`config.mk`:
```
export PLATFORM = sky130hd
export DESIGN_NAME = apc_top
export DESIGN_NICKNAME = d
export VERILOG_FILES = /design/src/core/apc_pkg.sv /design/src/core/apc_sync.sv /design/src/core/apc_top.sv
export VERILOG_INCLUDE_DIRS = /design/src /design/src/core
export SDC_FILE = /design/constraint.sdc
export NUM_CORES = 1
export LEC_CHECK = 0
export ABC_AREA = 1
export CORE_ASPECT_RATIO = 1.4
export CORE_MARGIN = 5
export CORE_UTILIZATION = 30
export CTS_CLUSTER_DIAMETER = 120
export CTS_CLUSTER_SIZE = 16
export DETAILED_ROUTE_END_ITERATION = 7
export DONT_BUFFER_PORTS = 1
export PLACE_DENSITY = 0.41
export SYNTH_ARGS = -nofsm -noshare
export SYNTH_HDL_FRONTEND = slang
export SYNTH_SLANG_ARGS = --single-unit
```
`constraint.sdc`:
```
create_clock -name mclk_in -period 6.3 [get_ports mclk_in]
set_input_delay 0.945 -clock mclk_in [delete_from_list [all_inputs] [get_ports mclk_in]]
set_output_delay 0.945 -clock mclk_in [all_outputs]
set_load 0.05 [all_outputs]
```
`src/core/apc_defines.svh`:
```
// Purpose: Constants for the gain-control pin, attenuator and power block
// Assumes: 100 MHz mclk_in, 9-bit register addresses, 8-bit registers
// Notes: Included by its bare name
`ifndef APC_DEFINES_SVH
`define APC_DEFINES_SVH
// ======================================================================
// Register map
`define APC_AW 9
`define APC_DW 8
`define APC_ADDR_DEVCFG 9'h002
`define APC_ADDR_STBY_BLK 9'h150
`define APC_ADDR_STBY_PIN 9'h152
`define APC_ADDR_ATT_MODE 9'h180
`define APC_ADDR_ATT_A 9'h181
`define APC_ADDR_ATT_B 9'h182
`define APC_ADDR_ATT_START 9'h183
`define APC_ADDR_ATT_RB 9'h184
`define APC_ADDR_GP_SEL 9'h1b0
`define APC_ADDR_GP_DIR 9'h1b1
`define APC_ADDR_GP_OUT 9'h1b2
`define APC_ADDR_GP_ORB 9'h1b3
`define APC_ADDR_GP_IRB 9'h1b4
// ======================================================================
// Reset values and codes
`define APC_RST_ZERO 8'h00
`define APC_RST_ATT 8'h0c
`define APC_ATT_MIN 8'h00
`define APC_ATT_MAX 8'h1b
`define APC_ATT_STEP 8'h01
`define APC_ALL_ON 8'hff
`define APC_PIN_MASK 8'h0f
// ======================================================================
// Field positions
`define APC_MODE_BIT 0
`define APC_PM_MSB 1
`define APC_PM_LSB 0
`define APC_PM_NORMAL 2'h0
`define APC_PM_SLEEP 2'h1
`define APC_PM_STBY 2'h2
`define APC_SPIN_EN_BIT 0
`define APC_SPIN_SEL_MSB 2
`define APC_SPIN_SEL_LSB 1
`define APC_NVG_BIT 6
`define APC_NPIN 4
`define APC_PIN_INC 0
`define APC_PIN_DEC 1
// ======================================================================
// Timing
`define APC_CLK_NS 10
`define APC_STBY_ENTER_NS 100
`define APC_STBY_ENTER_CYC (`APC_STBY_ENTER_NS / `APC_CLK_NS)
`endif

```
`src/core/apc_pkg.sv`:
```
// Purpose: Types for the gain-control pin, attenuator and power block
// Assumes: One-hot state codes
// Notes: Constants live in apc_defines.svh
package apc_pkg;
  typedef enum logic [2:0] {
    APC_PWR_ON    = 3'b001,
    APC_PWR_STBY  = 3'b010,
    APC_PWR_SLEEP = 3'b100
  } apc_pwr_t;
  typedef enum logic [1:0] {
    APC_ATT_TWO  = 2'b01,
    APC_ATT_STEPS = 2'b10
  } apc_att_mode_t;
endpackage

```
`src/core/apc_sync.sv`:
```
// Purpose: Two-flop synchroniser for pin inputs
// Assumes: Inputs are asynchronous to mclk_in
// Notes: First stage is read only by the second stage
`timescale 1ns/1ns
module apc_sync #(
  parameter int WIDTH = 1
) (
  input wire logic mclk_in,
  input wire logic rst_in,
  input wire logic [WIDTH-1:0] async_in,
  output logic [WIDTH-1:0] sync_out
);
  logic [WIDTH-1:0] meta;

  always_ff @(posedge mclk_in or posedge rst_in) begin
    if (rst_in) begin
      meta <= '0;
      sync_out <= '0;
    end else begin
      meta <= async_in;
      sync_out <= meta;
    end
  end
endmodule

```
`src/core/apc_top.sv`:
```
// Purpose: Gain-control pins: attenuator modes, GPIO and standby control
// Assumes: Decoded serial-port register access on reg_* ports
// Notes: Pin inputs are synchronised before any use
// Functional notes
// - Bit 0 of attenuator mode register picks two-setting or step mode.
// - Two-setting mode applies one of two programmed values by select pin.
// - Step mode: decrement pulse lowers, increment pulse raises by 1 dB.
// - Step mode starts from the software start-value register.
// - Applied attenuation is readable from a read-only register.
// - Reset gives two-setting mode, both settings at the same default.
// - Per-pin select register hands pins over to GPIO use.
// - Per-pin direction register makes each GPIO an input or output.
// - Output-value register sets level driven on GPIO outputs.
// - Read-only register returns state of GPIO output pins.
// - Read-only register returns sampled level of GPIO input pins.
// - Two-bit power-mode field selects sleep or standby.
// - Standby keeps the serial link and digital clocks running.
// - Pin-control register enables pin standby and names the pin.
// - Standby register picks blocks to power down; clocks, link stay.
// - Bit 6 puts negative voltage generator in standby, slower wake.
// - Low-power state is reached within 100 ns of request.
`timescale 1ns/1ns
`include "apc_defines.svh"
module apc_top
  import apc_pkg::*;
(
  input wire logic mclk_in,
  input wire logic rst_in,
  input wire logic [`APC_AW-1:0] reg_addr_in,
  input wire logic reg_wr_in,
  input wire logic reg_rd_in,
  input wire logic [`APC_DW-1:0] reg_wdata_in,
  output logic [`APC_DW-1:0] reg_rdata_out,
  output logic reg_ack_out,
  input wire logic [`APC_NPIN-1:0] gain_control_pins_in,
  output logic [`APC_NPIN-1:0] gain_control_pins_out,
  output logic [`APC_NPIN-1:0] gain_control_pins_oe_n_out,
  output logic [`APC_DW-1:0] atten_code_out,
  output logic sleep_out,
  output logic standby_out,
  output logic [`APC_DW-1:0] block_pd_out,
  output logic clocks_run_out,
  output logic link_run_out,
  output logic neg_voltage_gen_standby_out
);
  localparam int STBY_CYC = `APC_STBY_ENTER_CYC;
  localparam int PIN_INC = `APC_PIN_INC;
  localparam int PIN_DEC = `APC_PIN_DEC;

  logic [`APC_DW-1:0] device_config;
  logic [`APC_DW-1:0] standby_block_select;
  logic [`APC_DW-1:0] standby_pin_control;
  logic [`APC_DW-1:0] attenuator_mode_select;
  logic [`APC_DW-1:0] attenuation_setting_a;
  logic [`APC_DW-1:0] attenuation_setting_b;
  logic [`APC_DW-1:0] attenuation_start_value;
  logic [`APC_DW-1:0] gpio_pin_select;
  logic [`APC_DW-1:0] gpio_direction;
  logic [`APC_DW-1:0] gpio_output_value;
  logic [`APC_DW-1:0] gpio_output_readback;
  logic [`APC_DW-1:0] gpio_input_readback;
  logic [`APC_DW-1:0] atten_code;
  logic [`APC_DW-1:0] next_atten;
  logic [`APC_DW-1:0] read_mux;
  logic [`APC_NPIN-1:0] pins_sync;
  logic [`APC_NPIN-1:0] pins_prev;
  logic [`APC_NPIN-1:0] gp_sel;
  logic [`APC_NPIN-1:0] gp_out_en;
  logic [`APC_NPIN-1:0] stby_pin_mask;
  logic [`APC_NPIN-1:0] agc_free;
  logic [1:0] stby_pin_idx;
  logic [1:0] power_mode_field;
  logic stby_pin_en;
  logic stby_pin_level;
  logic step_req;
  logic atten_select_or_decrement_pin;
  logic atten_increment_pin;
  logic inc_pulse;
  logic dec_pulse;
  apc_att_mode_t att_mode;
  apc_pwr_t pwr_state;
  apc_pwr_t next_pwr;

  // ====================================================================
  // Pin input synchronisation
  apc_sync #(
    .WIDTH(`APC_NPIN)
  ) u_pin_sync (
    .mclk_in(mclk_in),
    .rst_in(rst_in),
    .async_in(gain_control_pins_in),
    .sync_out(pins_sync)
  );

  always_ff @(posedge mclk_in or posedge rst_in) begin
    if (rst_in) begin
      pins_prev <= '0;
    end else begin
      pins_prev <= pins_sync;
    end
  end

  // ====================================================================
  // Register writes
  // power-mode write
  always_ff @(posedge mclk_in or posedge rst_in) begin
    if (rst_in) begin
      device_config <= `APC_RST_ZERO;
    end else if (reg_wr_in && reg_addr_in == `APC_ADDR_DEVCFG) begin
      device_config <= reg_wdata_in;
    end
  end

  always_ff @(posedge mclk_in or posedge rst_in) begin
    if (rst_in) begin
      standby_block_select <= `APC_RST_ZERO;
    end else if (reg_wr_in && reg_addr_in == `APC_ADDR_STBY_BLK) begin
      standby_block_select <= reg_wdata_in;
    end
  end

  always_ff @(posedge mclk_in or posedge rst_in) begin
    if (rst_in) begin
      standby_pin_control <= `APC_RST_ZERO;
    end else if (reg_wr_in && reg_addr_in == `APC_ADDR_STBY_PIN) begin
      standby_pin_control <= reg_wdata_in;
    end
  end

  // reset to two-setting mode, equal defaults
  always_ff @(posedge mclk_in or posedge rst_in) begin
    if (rst_in) begin
      attenuator_mode_select <= `APC_RST_ZERO;
      attenuation_setting_a <= `APC_RST_ATT;
      attenuation_setting_b <= `APC_RST_ATT;
      attenuation_start_value <= `APC_RST_ZERO;
    end else if (reg_wr_in) begin
      case (reg_addr_in)
        `APC_ADDR_ATT_MODE: attenuator_mode_select <= reg_wdata_in;
        `APC_ADDR_ATT_A: attenuation_setting_a <= reg_wdata_in;
        `APC_ADDR_ATT_B: attenuation_setting_b <= reg_wdata_in;
        `APC_ADDR_ATT_START: attenuation_start_value <= reg_wdata_in;
        default: begin
        end
      endcase
    end
  end

  // GPIO select, direction and level registers
  always_ff @(posedge mclk_in or posedge rst_in) begin
    if (rst_in) begin
      gpio_pin_select <= `APC_RST_ZERO;
      gpio_direction <= `APC_RST_ZERO;
      gpio_output_value <= `APC_RST_ZERO;
    end else if (reg_wr_in) begin
      case (reg_addr_in)
        `APC_ADDR_GP_SEL: gpio_pin_select <= reg_wdata_in & `APC_PIN_MASK;
        `APC_ADDR_GP_DIR: gpio_direction <= reg_wdata_in & `APC_PIN_MASK;
        `APC_ADDR_GP_OUT: gpio_output_value <= reg_wdata_in & `APC_PIN_MASK;
        default: begin
        end
      endcase
    end
  end

  // ====================================================================
  // Pin function routing
  assign gp_sel = gpio_pin_select[`APC_NPIN-1:0];
  assign gp_out_en = gp_sel & gpio_direction[`APC_NPIN-1:0];
  assign stby_pin_en = standby_pin_control[`APC_SPIN_EN_BIT];
  assign stby_pin_idx =
    standby_pin_control[`APC_SPIN_SEL_MSB:`APC_SPIN_SEL_LSB];
  assign stby_pin_mask = stby_pin_en ?
    ({{(`APC_NPIN-1){1'b0}}, 1'b1} << stby_pin_idx) : '0;
  assign agc_free = ~gp_sel & ~stby_pin_mask;
  assign stby_pin_level = stby_pin_en && !gp_sel[stby_pin_idx]
    && pins_sync[stby_pin_idx];

  // GPIO outputs drive the programmed level
  assign gain_control_pins_out = gpio_output_value[`APC_NPIN-1:0];
  assign gain_control_pins_oe_n_out = ~gp_out_en;

  assign gpio_output_readback =
    {{(`APC_DW-`APC_NPIN){1'b0}}, gpio_output_value[`APC_NPIN-1:0] & gp_out_en};
  assign gpio_input_readback =
    {{(`APC_DW-`APC_NPIN){1'b0}}, pins_sync & gp_sel & ~gp_out_en};

  // ====================================================================
  // Attenuator control
  assign step_req = attenuator_mode_select[`APC_MODE_BIT];
  assign atten_select_or_decrement_pin =
    pins_sync[PIN_DEC] && agc_free[PIN_DEC];
  assign atten_increment_pin = pins_sync[PIN_INC] && agc_free[PIN_INC];
  assign dec_pulse = atten_select_or_decrement_pin && !pins_prev[PIN_DEC];
  assign inc_pulse = atten_increment_pin && !pins_prev[PIN_INC];

  // mode bit steers the mode state
  always_ff @(posedge mclk_in or posedge rst_in) begin
    if (rst_in) begin
      att_mode <= APC_ATT_TWO;
    end else begin
      att_mode <= step_req ? APC_ATT_STEPS : APC_ATT_TWO;
    end
  end

  always_comb begin
    next_atten = atten_code;
    case (att_mode)
      APC_ATT_TWO: begin
        if (step_req) begin
          next_atten = attenuation_start_value;
        end else if (atten_select_or_decrement_pin) begin
          next_atten = attenuation_setting_b;
        end else begin
          next_atten = attenuation_setting_a;
        end
      end
      APC_ATT_STEPS: begin
        // leaving step mode returns to settings
        if (!step_req) begin
          next_atten = atten_select_or_decrement_pin ?
            attenuation_setting_b : attenuation_setting_a;
        end else if (inc_pulse && !dec_pulse) begin
          if (atten_code < `APC_ATT_MAX) begin
            next_atten = atten_code + `APC_ATT_STEP;
          end
        end else if (dec_pulse && !inc_pulse) begin
          if (atten_code > `APC_ATT_MIN) begin
            next_atten = atten_code - `APC_ATT_STEP;
          end
        end
      end
      default: next_atten = `APC_RST_ATT;
    endcase
  end

  always_ff @(posedge mclk_in or posedge rst_in) begin
    if (rst_in) begin
      atten_code <= `APC_RST_ATT;
    end else begin
      atten_code <= next_atten;
    end
  end

  assign atten_code_out = atten_code;

  // ====================================================================
  // Power control
  assign power_mode_field = device_config[`APC_PM_MSB:`APC_PM_LSB];

  always_comb begin
    if (power_mode_field == `APC_PM_SLEEP) begin
      next_pwr = APC_PWR_SLEEP;
    end else if (power_mode_field == `APC_PM_STBY || stby_pin_level) begin
      next_pwr = APC_PWR_STBY;
    end else begin
      next_pwr = APC_PWR_ON;
    end
  end

  always_ff @(posedge mclk_in or posedge rst_in) begin
    if (rst_in) begin
      pwr_state <= APC_PWR_ON;
    end else begin
      pwr_state <= next_pwr;
    end
  end

  // standby powers down selected blocks only
  // one cycle from request to power-down
  always_ff @(posedge mclk_in or posedge rst_in) begin
    if (rst_in) begin
      block_pd_out <= `APC_RST_ZERO;
    end else begin
      case (next_pwr)
        APC_PWR_ON: block_pd_out <= `APC_RST_ZERO;
        APC_PWR_STBY: block_pd_out <= standby_block_select;
        APC_PWR_SLEEP: block_pd_out <= `APC_ALL_ON;
        default: block_pd_out <= `APC_RST_ZERO;
      endcase
    end
  end

  assign sleep_out = (pwr_state == APC_PWR_SLEEP);
  assign standby_out = (pwr_state == APC_PWR_STBY);
  // clocks and link stay up in standby
  assign clocks_run_out = (pwr_state != APC_PWR_SLEEP);
  assign link_run_out = (pwr_state != APC_PWR_SLEEP);
  // negative generator standby for slow wake
  assign neg_voltage_gen_standby_out =
    standby_out && block_pd_out[`APC_NVG_BIT];

  // ====================================================================
  // Register reads
  always_comb begin
    case (reg_addr_in)
      `APC_ADDR_DEVCFG: read_mux = device_config;
      `APC_ADDR_STBY_BLK: read_mux = standby_block_select;
      `APC_ADDR_STBY_PIN: read_mux = standby_pin_control;
      `APC_ADDR_ATT_MODE: read_mux = attenuator_mode_select;
      `APC_ADDR_ATT_A: read_mux = attenuation_setting_a;
      `APC_ADDR_ATT_B: read_mux = attenuation_setting_b;
      `APC_ADDR_ATT_START: read_mux = attenuation_start_value;
      `APC_ADDR_ATT_RB: read_mux = atten_code;
      `APC_ADDR_GP_SEL: read_mux = gpio_pin_select;
      `APC_ADDR_GP_DIR: read_mux = gpio_direction;
      `APC_ADDR_GP_OUT: read_mux = gpio_output_value;
      `APC_ADDR_GP_ORB: read_mux = gpio_output_readback;
      `APC_ADDR_GP_IRB: read_mux = gpio_input_readback;
      default: read_mux = `APC_RST_ZERO;
    endcase
  end

  always_ff @(posedge mclk_in or posedge rst_in) begin
    if (rst_in) begin
      reg_rdata_out <= `APC_RST_ZERO;
      reg_ack_out <= 1'b0;
    end else begin
      reg_ack_out <= reg_rd_in || reg_wr_in;
      if (reg_rd_in) begin
        reg_rdata_out <= read_mux;
      end
    end
  end
endmodule

```
== After elaboration in Yosys (flattened, before gate mapping) ==
Cells that the tools add are included.

* $add $sub $neg: 2
* $lt $le $gt $ge: 3
* Equal/unequal tests: 25
* Shift operators: 1
* Multiplexer cells: 18
* Bitwise gates (word level): 8
* Reductions and logical operators: 27

{| class="wikitable"
|+ Operators by type and width
! cell !! count
|-
| == test 9 bit (second input constant) || 12
|-
| one-hot mux 8 bit (13 select lines) || 1
|-
| 2-to-1 mux 8 bit || 7
|-
| one-hot mux 8 bit (2 select lines) || 2
|-
| AND 4 bit || 4
|-
| AND reduction 2 bit || 7
|-
| logical AND 1 bit || 12
|-
| inequality test 4 bit (second input constant) || 3
|-
| == test 9 x 2 -> 1 bit (second input constant) || 1
|-
| adder 8 x 1 -> 8 bit (second input constant) || 1
|-
| greater-than comparator 8 x 1 -> 1 bit (second input constant) || 1
|-
| < comparator 8 x 5 -> 1 bit (second input constant) || 1
|-
| subtractor 8 x 1 -> 8 bit (second input constant) || 1
|-
| == test 3 x 2 -> 1 bit (second input constant) || 2
|-
| == test 3 bit (second input constant) || 2
|-
| 2-to-1 mux 2 bit || 3
|-
| logical NOT 1 bit || 5
|-
| binary-select mux 1 bit (select 2 bit) || 2
|-
| == test 2 x 1 -> 1 bit (second input constant) || 2
|-
| == test 2 bit (second input constant) || 2
|-
| inverter 2 bit || 2
|-
| inverter 4 bit || 1
|-
| < comparator 2 x 3 -> 1 bit (second input constant) || 1
|-
| 2-to-1 mux 3 bit || 1
|-
| 6 further kinds || 8
|}

* Register bits: 108
* Bits of input ports: 25
* Output and inout bits: 38
* Word-level logic and storage cells: 103

== Depth between registers and ports, before layout ==
Gate-level depths: netlist of the first run.

* Word-level depth: 12
* Gate-level depth with buffers: 18
* Depth with buffers taken out: 18

== Hierarchy ==
From an unflattened synthesis of the first run, not the netlist that was laid out.

* Cells, all modules: 730
* Area total of the unflattened synthesis: 5,667.9 µm²

{| class="wikitable"
|+ By module, submodules not included
! module !! times used !! cells each !! area each (µm²) !! seq. area each (µm²)
|-
| apc_top || 1 || 721 || 5,464.0 || 2,512.4
|-
| apc_sync || 1 || 9 || 203.9 || 200.2
|}

== Worst setup path after synthesis of the first run ==
OpenSTA, ideal clock, no wires.

* Path type: register to output
* From: register pwr_state[2]
* To: output neg_voltage_gen_standby_out
* Arrival time: 2,123 ps
* Data required time: 5,355 ps
* Slack: 3,232 ps
* Cell stages (with the launch flop): 3
* Path buffers: 0
* Path through: dfrtp_1 > nor3b_1 > and2_1

* Word-level cells in the longest chain between the ends: 2

{| class="wikitable"
|+ RTL lines
! element !! line !! RTL
|-
| start: declaration || apc_top.sv:81 || <nowiki>apc_pwr_t pwr_state;</nowiki>
|-
| start signal: assignment || apc_top.sv:265 || <nowiki>pwr_state <= next_pwr;</nowiki>
|-
| == test 3 x 2 -> 1 bit || apc_top.sv:285 || <nowiki>assign standby_out = (pwr_state == APC_PWR_STBY);</nowiki>
|-
| named net standby_out || apc_top.sv:40 || <nowiki>output logic standby_out,</nowiki>
|-
| logical AND 1 bit || apc_top.sv:291 || <nowiki>standby_out && block_pd_out[`APC_NVG_BIT];</nowiki>
|-
| end: declaration || apc_top.sv:44 || <nowiki>output logic neg_voltage_gen_standby_out</nowiki>
|}

The timed path passes the listed nets, and every way through them passes these cells.

== Final worst setup path of the first run ==
* From: register pwr_state[0]
* To: output sleep_out

* Word-level cells in the longest chain between the ends: 1

{| class="wikitable"
|+ RTL lines
! element !! line !! RTL
|-
| == test 3 bit || apc_top.sv:284 || <nowiki>assign sleep_out = (pwr_state == APC_PWR_SLEEP);</nowiki>
|-
| end: declaration || apc_top.sv:39 || <nowiki>output logic sleep_out,</nowiki>
|}

No other way between the ends.

==> run metrics, run 1 <==
hpwl dp=14200 um; max frequency=329 MHz; final net count=789; setup TNS=0 ns; CP Max Fanout=3; Worst-path clk slew=0.07 ns; TritonCTS clock tree=done; first-pass GRT wire length=29500 um; Synth area leader=dfrtp_1; worst slack at placement=3.36 ns; final worst path period share=0.482; Root Buffer=clkbuf_16; # port buffers=0; core area=19100 sq um; hold crit path type=register to register; wire per inst=18.6 um; RePlAce Congestion=0.876; full die area=22200 sq um; Synth cell types=37; most common cell after layout, fill and taps aside=nand2_1; total track usage=0.173; share of cells above drive strength 1=0.0778; gr ovfl total=0; # fillers=2101; io pins=63; htree depth=3; CP startpoint kind=register; post-synthesis cell count=757; die width=127 um; Tmin final=3.04 ns; Worst Max-Slew Pin Slew=0.929 ns; syn nets=793; worst hold path startpoint=u_pin_sync.meta[0]; area grow syn2layout=8.71%; outcome=finished, final reports clean; DR vias=4849; row count=60; Inserted Clock Buffers=9; met2 Track Usage GR=0.304; EDFF count, synth=0; CP endpoint kind=output pin; Hold-fix buffers, CTS=0; Post-DRT Antenna Nets=0; GR peak layer=met2; CP cell instances=nor2_1 -> nand2_1 -> inv_1; CP required=5.35 ns; Clock Tree Buf Depth=2; top_reg_cell synth=dfrtp_1; hold path depth=0; chip height=174 um; Seq. cell area=2710 sq um; Synth top area share=0.432; top post-synthesis cells by area=dfrtp_1 43%, nand2_1 17%, o21ai_0 6.5%, nand3_1 4.7%, inv_1 4.6%; area of the multi-input gates=2680 sq um; leakage=3.06 nW; hold slack final=0.351 ns; RR Startpoint=standby_pin_control[2]; CTS Sinks=108; Arr. time, crit path=2.09 ns; syn_area_per_cell=7.65 sq um; # DRC=0; DRT Pass-1 Iters=5; PwrDens=230 nW/um^2; unrepaired setup endpoints after global routing=false; clock skew=0.00727 ns; grt met1 use=0.210; vias in the first global route=5055; hold violation total from the final report=0; CP max stage cell=nand2_1; final WL=18700 um; initial antenna violation count=0; Setup Fix Bufs, Post-CTS=0; R2R setup slack=3.35 ns; sequential element share of the synthesized area=0.468; Hold Path Sink=u_pin_sync.sync_out[0]; Initial Utilization=0.302; Worst VDD drop=0.141 mV; post-CTS resize count=0; Vias/cell=4.82; Synth Warn #=0; R2R depth=17; final setup fails=0; post-route setup slack=3.26 ns; diodes inserted=0; r2r endpoint=atten_code_out[7]; DR iter-0 viols=336; Synth Register Bits=108; cell area after synthesis=5790 sq um; CP max stage delay=0.68 ns; Clk Latency, worst-skew pair=0.36 ns; largest net degree at the start of global routing=63; critical path class=register to output pin; max_slew headroom=0.379; most frequent cells in the layout=260 x nand2_1, 100 x dfrtp_1, 75 x o21ai_0; M3 GR Usage=0.0354; Slew Limit Fails=0; ys async rst share=1.00; Max Cap Viol=0
worst max-delay path: cells and delay by family, from the launching register on:
family / cells / cell delay (ns)
flops: 1 / 0.54
buf+inv: 1 / 0.47
simple gates: 2 / 0.73
power by group:
group	internal [mW]	total, mW	switching, mW
combinational	0.0361	0.123	0.0865
sequential	0.715	0.758	0.0428
clock	0.296	0.570	0.274
cell families after synthesis:
kind of cell | Yosys count | share of synthesized area
adder cells (fa/ha/maj) | 11 | 0.0251
buffers and inverters | 92 | 0.0700
XOR/XNOR | 2 | 0.00303
flip-flops | 108 | 0.468
AND/OR/NAND/NOR | 423 | 0.324
AO/OA/AOI/OAI | 121 | 0.110
through the flow:
| stage | cell area [sq um] | utilization | power, mW | instances |
|---|---|---|---|---|
| after floorplan | 5790 | - | 0.856 | 757 |
| after global placement | 6000 | 0.313 | 0.896 | 990 |
| after detailed placement | 6000 | 0.313 | 0.897 | 990 |
| after CTS | 6290 | 0.329 | 1.47 | 1006 |
| after global routing | 6290 | 0.329 | 1.52 | 1006 |
| final | 6290 | 0.329 | 1.45 | 1006 |
final cells by class:
| type | instances | share of cell area |
|---|---|---|
| Inverter | 75 | 0.0451 |
| Sequential cell | 108 | 0.431 |
| Clock inverter | 5 | 0.00676 |
| Timing Repair Buffer | 2 | 0.00239 |
| Tap cell | 248 | 0.0493 |
| Clock buffer | 11 | 0.0402 |
| Multi-Input combinational cell | 557 | 0.425 |
Yosys cell counts (6+ instances only):
cell type / n
a21oi_1: 12
buf_2: 6
buf_6: 6
dfrtp_1: 100
dfstp_2: 8
ha_1: 10
inv_1: 71
nand2_1: 260
nand3_1: 54
nand4_1: 8
nor2_1: 60
nor2_4: 8
nor3_1: 6
o211ai_1: 6
o21ai_0: 75
o21ai_1: 22
sequential cells by signal, summed over array words and instances, names as in the netlist, 8 cells and up:
name and cells:
atten_code_out 8, attenuation_setting_a 8, attenuation_setting_b 8, attenuation_start_value 8
attenuator_mode_select 8, block_pd_out 8, device_config 8, reg_rdata_out 8
standby_block_select 8, standby_pin_control 8
worst max path at each step:
stage | start | endpoint | depth (start not counted)
after detailed placement | gpio_pin_select[1] | atten_code_out[7] | 16
after CTS | pwr_state[0] | sleep_out | 3
after global routing | standby_pin_control[2] | atten_code_out[6] | 17
final | pwr_state[0] | sleep_out | 3
after global placement | gpio_pin_select[1] | atten_code_out[7] | 16
after floorplan | rst_in | att_mode[1] | 1
per-layer routing:
layer	vias up	routed length (um)	part of all wire
met4	0	373	0.020
li1	2432	-	-
met3	21	739	0.040
met1	2295	8050	0.43
met5	-	0	0
met2	101	9510	0.51
(Power assumes the default switching activity.)
==> run 2, diff against run 1 <==
- clock period: 6.3 -> 2.9 ns (I/O delays scaled with it)
==> run 2 against run 1 <==
  * First-iteration DRC count fell by 9.8%
  * Final area rose by 2.2%
  * Setup slack got worse by 2.9 ns
  * Via count rose by 1.3%
  * Power rose by 120%
  * Combinational power rose by 130%
  * Largest cell class unchanged
==> run metrics, run 2 (synthesized netlist as in run 1, its figures left out) <==
final worst path period share=0.886; Max Cap Viol=0; wire per inst=18.4 um; Tmin final=2.57 ns; most common cell after layout, fill and taps aside=nand2_1; R2R depth=16; RePlAce Congestion=0.843; gr ovfl total=0; R2R setup slack=0.33 ns; most frequent cells in the layout=260 x nand2_1, 100 x dfrtp_1, 75 x o21ai_0; final WL=18700 um; DRT Pass-1 Iters=5; io pins=63; # port buffers=0; # DRC=0; largest net degree at the start of global routing=44; outcome=finished, final reports clean; TritonCTS clock tree=done; CP cell instances=nor2_1 -> nand2_1 -> or2_2 -> ha_2 -> inv_1 -> ha_1 -> nand2_1 -> inv_1 -> a21oi_1 -> nand2_1 -> nand2_1 -> nand3_1 -> nand2_1 -> nand2_1 -> nand2_1 -> nand2_1; RR Startpoint=gpio_pin_select[1]; total track usage=0.175; post-route total power=3.25 mW; hold slack final=0.104 ns; dpl cells=1002; htree depth=3; leakage=3.12 nW; Comb power frac=0.089; final setup fails=0; PwrDens=505 nW/um^2; hold violation total from the final report=0; setup TNS=0 ns; Inserted Clock Buffers=9; initial antenna violation count=0; CP max stage delay=0.43 ns; area grow syn2layout=11.1%; max_slew headroom=0.433; CP startpoint kind=register; Worst Max-Slew Pin Slew=0.846 ns; max frequency=389 MHz; unrepaired setup endpoints after global routing=false; design area=6430 sq um; full die area=22200 sq um; Clock Tree Buf Depth=2; clock share of power=0.408; sw frac=0.261; first-pass GRT wire length=29800 um; share of cells above drive strength 1=0.0908; Clk Latency, worst-skew pair=0.35 ns; final net count=802; Worst-path clk slew=0.07 ns; Post-DRT Antenna Nets=0; Slew Limit Fails=0; CP Max Fanout=7; Worst VDD drop=0.216 mV; CP max stage cell=dfrtp_1; Root Buffer=clkbuf_16; Crit path top cell by count=nand2_1; Setup Fix Bufs, Post-CTS=0; r2r endpoint=atten_code_out[7]; DR vias=4914; CTS Sinks=108; worst hold path startpoint=gain_control_pins_in[3]; hold crit path type=input pin to register; core area=19100 sq um; CP required=3.15 ns; hold path depth=0; vias in the first global route=5108; Arr. time, crit path=2.82 ns; CP endpoint kind=register; hpwl dp=14400 um; Int Power=2.40 mW; die width=127 um; Hold Path Sink=u_pin_sync.meta[3]; Finished Layout Cells=1019; NetSw=848 uW; clock skew=0.00892 ns; placed inst area=6100 sq um; sequential power share=0.503; Vias/cell=4.82; DR iter-0 viols=303; critical path class=register to register; diodes inserted=0; chip height=174 um; Initial Utilization=0.302; row count=60
==> run 2: final cells by class <==
class | instances | area (sq um)
well taps | 248 | 310
clock buffers | 12 | 236
fillers | 2067 | 12700
multi-input cells | 557 | 2690
inverters | 75 | 285
flip-flops and latches | 108 | 2710
repair buffers | 15 | 128
clock inverters | 4 | 75.1
==> run 2: routing by layer <==
layer | part of all wire | GRT usage | vias up
li1 | - | - | 2463
met1 | 0.42 | 0.213 | 2297
met2 | 0.50 | 0.303 | 126
met3 | 0.043 | 0.0277 | 28
met4 | 0.037 | 0.0729 | 0
met5 | 0 | 0 | -
==> run 2: what timing repair did <==
| item | CTS | global route |
|---|---|---|
| resized for setup | 0 | 2 |
| setup endpoints to repair | 0 | 4 |
| hold endpoints to repair | 4 | 0 |
| hold buffers | 1 | 0 |
==> run 2: worst max path at each step <==
| stage | cells past startpoint | slack (ns) | end | startpoint |
|---|---|---|---|---|
| 2_1_floorplan | 2 | 0.34 | neg_voltage_gen_standby_out | pwr_state[2] |
| 3_3_place_gp | 15 | 0.25 | atten_code_out[6] | standby_pin_control[0] |
| 3_5_place_dp | 15 | 0.23 | atten_code_out[6] | standby_pin_control[0] |
| 4_1_cts | 17 | 0.22 | atten_code_out[5] | gpio_pin_select[0] |
| 5_1_grt | 17 | 0.05 | atten_code_out[5] | gpio_pin_select[0] |
| 6_report | 16 | 0.33 | atten_code_out[7] | gpio_pin_select[1] |
==> run 2: metrics by stage <==
| step | util | worst slack (ns) |
|---|---|---|
| 2_1_floorplan | - | 0.342 |
| 3_3_place_gp | 0.319 | 0.249 |
| 3_5_place_dp | 0.319 | 0.225 |
| 4_1_cts | 0.336 | 0.218 |
| 5_1_grt | 0.336 | 0.0521 |
| 6_report | 0.336 | 0.330 |
==> run 2: power groups by stage <==
| stage | registers (mW) | logic [mW] | clock network (mW) |
|---|---|---|---|
| after CTS | 1.64 | 0.295 | 1.37 |
| after detailed placement | 1.67 | 0.292 | 0 |
| after global placement | 1.67 | 0.290 | 0 |
| final | 1.64 | 0.288 | 1.33 |
| after global routing | 1.64 | 0.334 | 1.42 |
| after floorplan | 1.65 | 0.209 | 0 |
==> run 2: critical path: cells and delay by family (launching register included) <==
kind | cells | cell delay, ns
adder cells (fa/ha/maj) | 2 | 0.53
buffers and inverters | 2 | 0.24
AND/OR/NAND/NOR | 11 | 1.07
flip-flops | 1 | 0.43
AO/OA/AOI/OAI | 1 | 0.20
==> run 3, diff against run 2 <==
- ABC_AREA: 1 -> 0
- BUFFER_PORTS_ARGS: default -> -buffer_cell sky130_fd_sc_hd__buf_2
- DONT_BUFFER_PORTS: 1 -> default
- PLACE_DENSITY: 0.41 -> 0.44
==> run 3 against run 2 <==
  * Synthesized area shrank 5.3%
  * Synthesized cell count shrank 34%
  * Cell count fell by 20%
  * Hold slack better by 0.081 ns
  * Utilization rose by 2.9 points
  * Largest power group unchanged
==> run metrics, run 3 <==
worst hold path startpoint=gain_control_pins_in[3]; PwrDens=490 nW/um^2; gr ovfl total=0; max frequency=367 MHz; Initial Utilization=0.305; total track usage=0.160; CP startpoint kind=register; full die area=21100 sq um; max_slew headroom=0.460; Max Cap Viol=0; diodes inserted=0; top post-synthesis cells by area=dfrtp_1 46%, mux2_2 16%, dfstp_2 3.8%, nand2_1 3.4%, ha_1 2.3%; Adder-Cell Fraction of Synth Area=0.0265; CTS Sinks=108; M3 GR Usage=0.0235; Vias/cell=5.09; post-synthesis xor/xnor area fraction=0.00639; sequential element share of the synthesized area=0.494; chip height=170 um; most frequent cells in the layout=100 x dfrtp_1, 80 x mux2_2, 62 x buf_2; share of cells above drive strength 1=0.365; # DRC=0; final setup fails=0; ys async rst share=1.00; Worst VDD drop=0.269 mV; most common cell in the netlist=dfrtp_1; outcome=finished, final reports clean; Root Buffer=clkbuf_16; Synth cell types=63; compound-gate portion of the synthesized area=0.140; top_reg_cell synth=dfrtp_1; grt met1 use=0.190; R2R depth=12; Post-DRT Antenna Nets=0; post-route setup slack=0.174 ns; GR peak layer=met2; critical path class=register to register; Clk Latency, worst-skew pair=0.35 ns; met2 Track Usage GR=0.304; leakage=3.07 nW; Synth Warn #=0; hpwl dp=12900 um; Arr. time, crit path=2.97 ns; final worst path period share=0.940; area grow syn2layout=19.8%; row count=58; EDFF count, synth=0; Synth area leader=dfrtp_1; RePlAce Congestion=0.882; # port buffers=62; CP Max Fanout=8; htree depth=3; Slew Limit Fails=0; cell area after synthesis=5490 sq um; R2R setup slack=0.17 ns; Synth Register Bits=108; hold violation total from the final report=0; post-synthesis mux area share=0.175; die width=124 um; TritonCTS clock tree=done; Worst-path clk slew=0.08 ns; Synth Area in Simple Gates=0.125; post-synthesis cell count=496; largest family of logic cells by synthesized area=multiplexers; RR Startpoint=u_pin_sync.sync_out[1]; io pins=63; wire per inst=20.5 um; most common cell after layout, fill and taps aside=dfrtp_1; Worst Max-Slew Pin Slew=0.808 ns; first-pass GRT wire length=26600 um; Hold-fix buffers, CTS=0; final net count=609; hold path depth=1; worst slack at placement=0.00528 ns; design area=6570 sq um; syn_area_per_cell=11.1 sq um; post-route total power=3.22 mW; final WL=16700 um; CP endpoint kind=register; r2r endpoint=atten_code_out[7]; Post-synth top cells=100 x dfrtp_1, 80 x mux2_2, 50 x nand2_1, 23 x inv_1, 23 x o21ai_0; DR vias=4161; CP required=3.14 ns; Hold Path Sink=u_pin_sync.meta[3]; initial antenna violation count=0; hold crit path type=input pin to register; Tmin final=2.73 ns; core area=18000 sq um; DR iter-0 viols=206; clock skew=0.00738 ns; vias in the first global route=4577; largest net degree at the start of global routing=42; Clock Tree Buf Depth=2; Synth top area share=0.456; DRT Pass-1 Iters=4; placed inst area=6230 sq um; Inserted Clock Buffers=9; syn nets=532
[run 3: metal layers]
metal,vias to the layer above,share of wire
li1,1967,-
met1,2091,0.42
met2,87,0.54
met3,16,0.024
met4,0,0.016
met5,-,0
[run 3: cell type report]
type                    instances  area, sq um
clock buffers                  10          229
clock inverters                 6         60.1
inverters                      23         95.1
multi-input cells             343         2640
fillers                      1854        11400
well taps                     240          300
repair buffers                 88          531
flip-flops and latches        108         2710
[run 3: power breakdown]
group	internal, mW	switching (mW)	leakage, nW
Combinational	0.145	0.263	1.49
Clock	0.604	0.605	0.141
Sequential	1.56	0.0460	1.44
[run 3: how the worst max path moves through the flow]
stage,startpoint,end,cells after the start
after floorplan,standby_pin_control[2],atten_code_out[7],13
after global placement,u_pin_sync.sync_out[1],atten_code_out[7],12
after detailed placement,u_pin_sync.sync_out[1],atten_code_out[7],12
after CTS,u_pin_sync.sync_out[1],atten_code_out[7],12
after global routing,u_pin_sync.sync_out[1],atten_code_out[6],11
final,u_pin_sync.sync_out[1],atten_code_out[7],12
[run 3: through the flow]
stage	cells	utilization	TNS [ns]	hold WS, ns
global route	818	0.365	-0.00523	0.165
detailed placement	802	0.346	0	0.340
global placement	802	0.346	0	0.332
finish	818	0.365	0	0.185
floorplan	496	-	-0.00438	0.331
CTS	818	0.363	0	0.172
[run 3: critical path, cell delays in order, from the launching register on]
cell and delay, ns:
dfrtp_1 0.38, inv_1 0.07, a311o_1 0.34, or2_2 0.29, ha_2 0.24, clkinv_4 0.10, ha_1 0.25, a21oi_1 0.13
nand2_1 0.13, a31oi_4 0.22, mux2i_1 0.20, o21ai_0 0.10, a22o_1 0.19
[run 3: cells by family (layout without fill, tap and decap cells)]
logic type      count (synthesis)  after routing
xor+xnor                        4              4
compound gates                111            111
flops                         108            108
simple gates                  131            131
fa+ha+maj                      11             11
buf+inv                        45            127
mux                            86             86
[run 3: what timing repair did]
action	in CTS	in global routing
endpoints found under the setup margin	2	4
pin swaps	0	1
buffers inserted	0	0
resized for setup	2	8
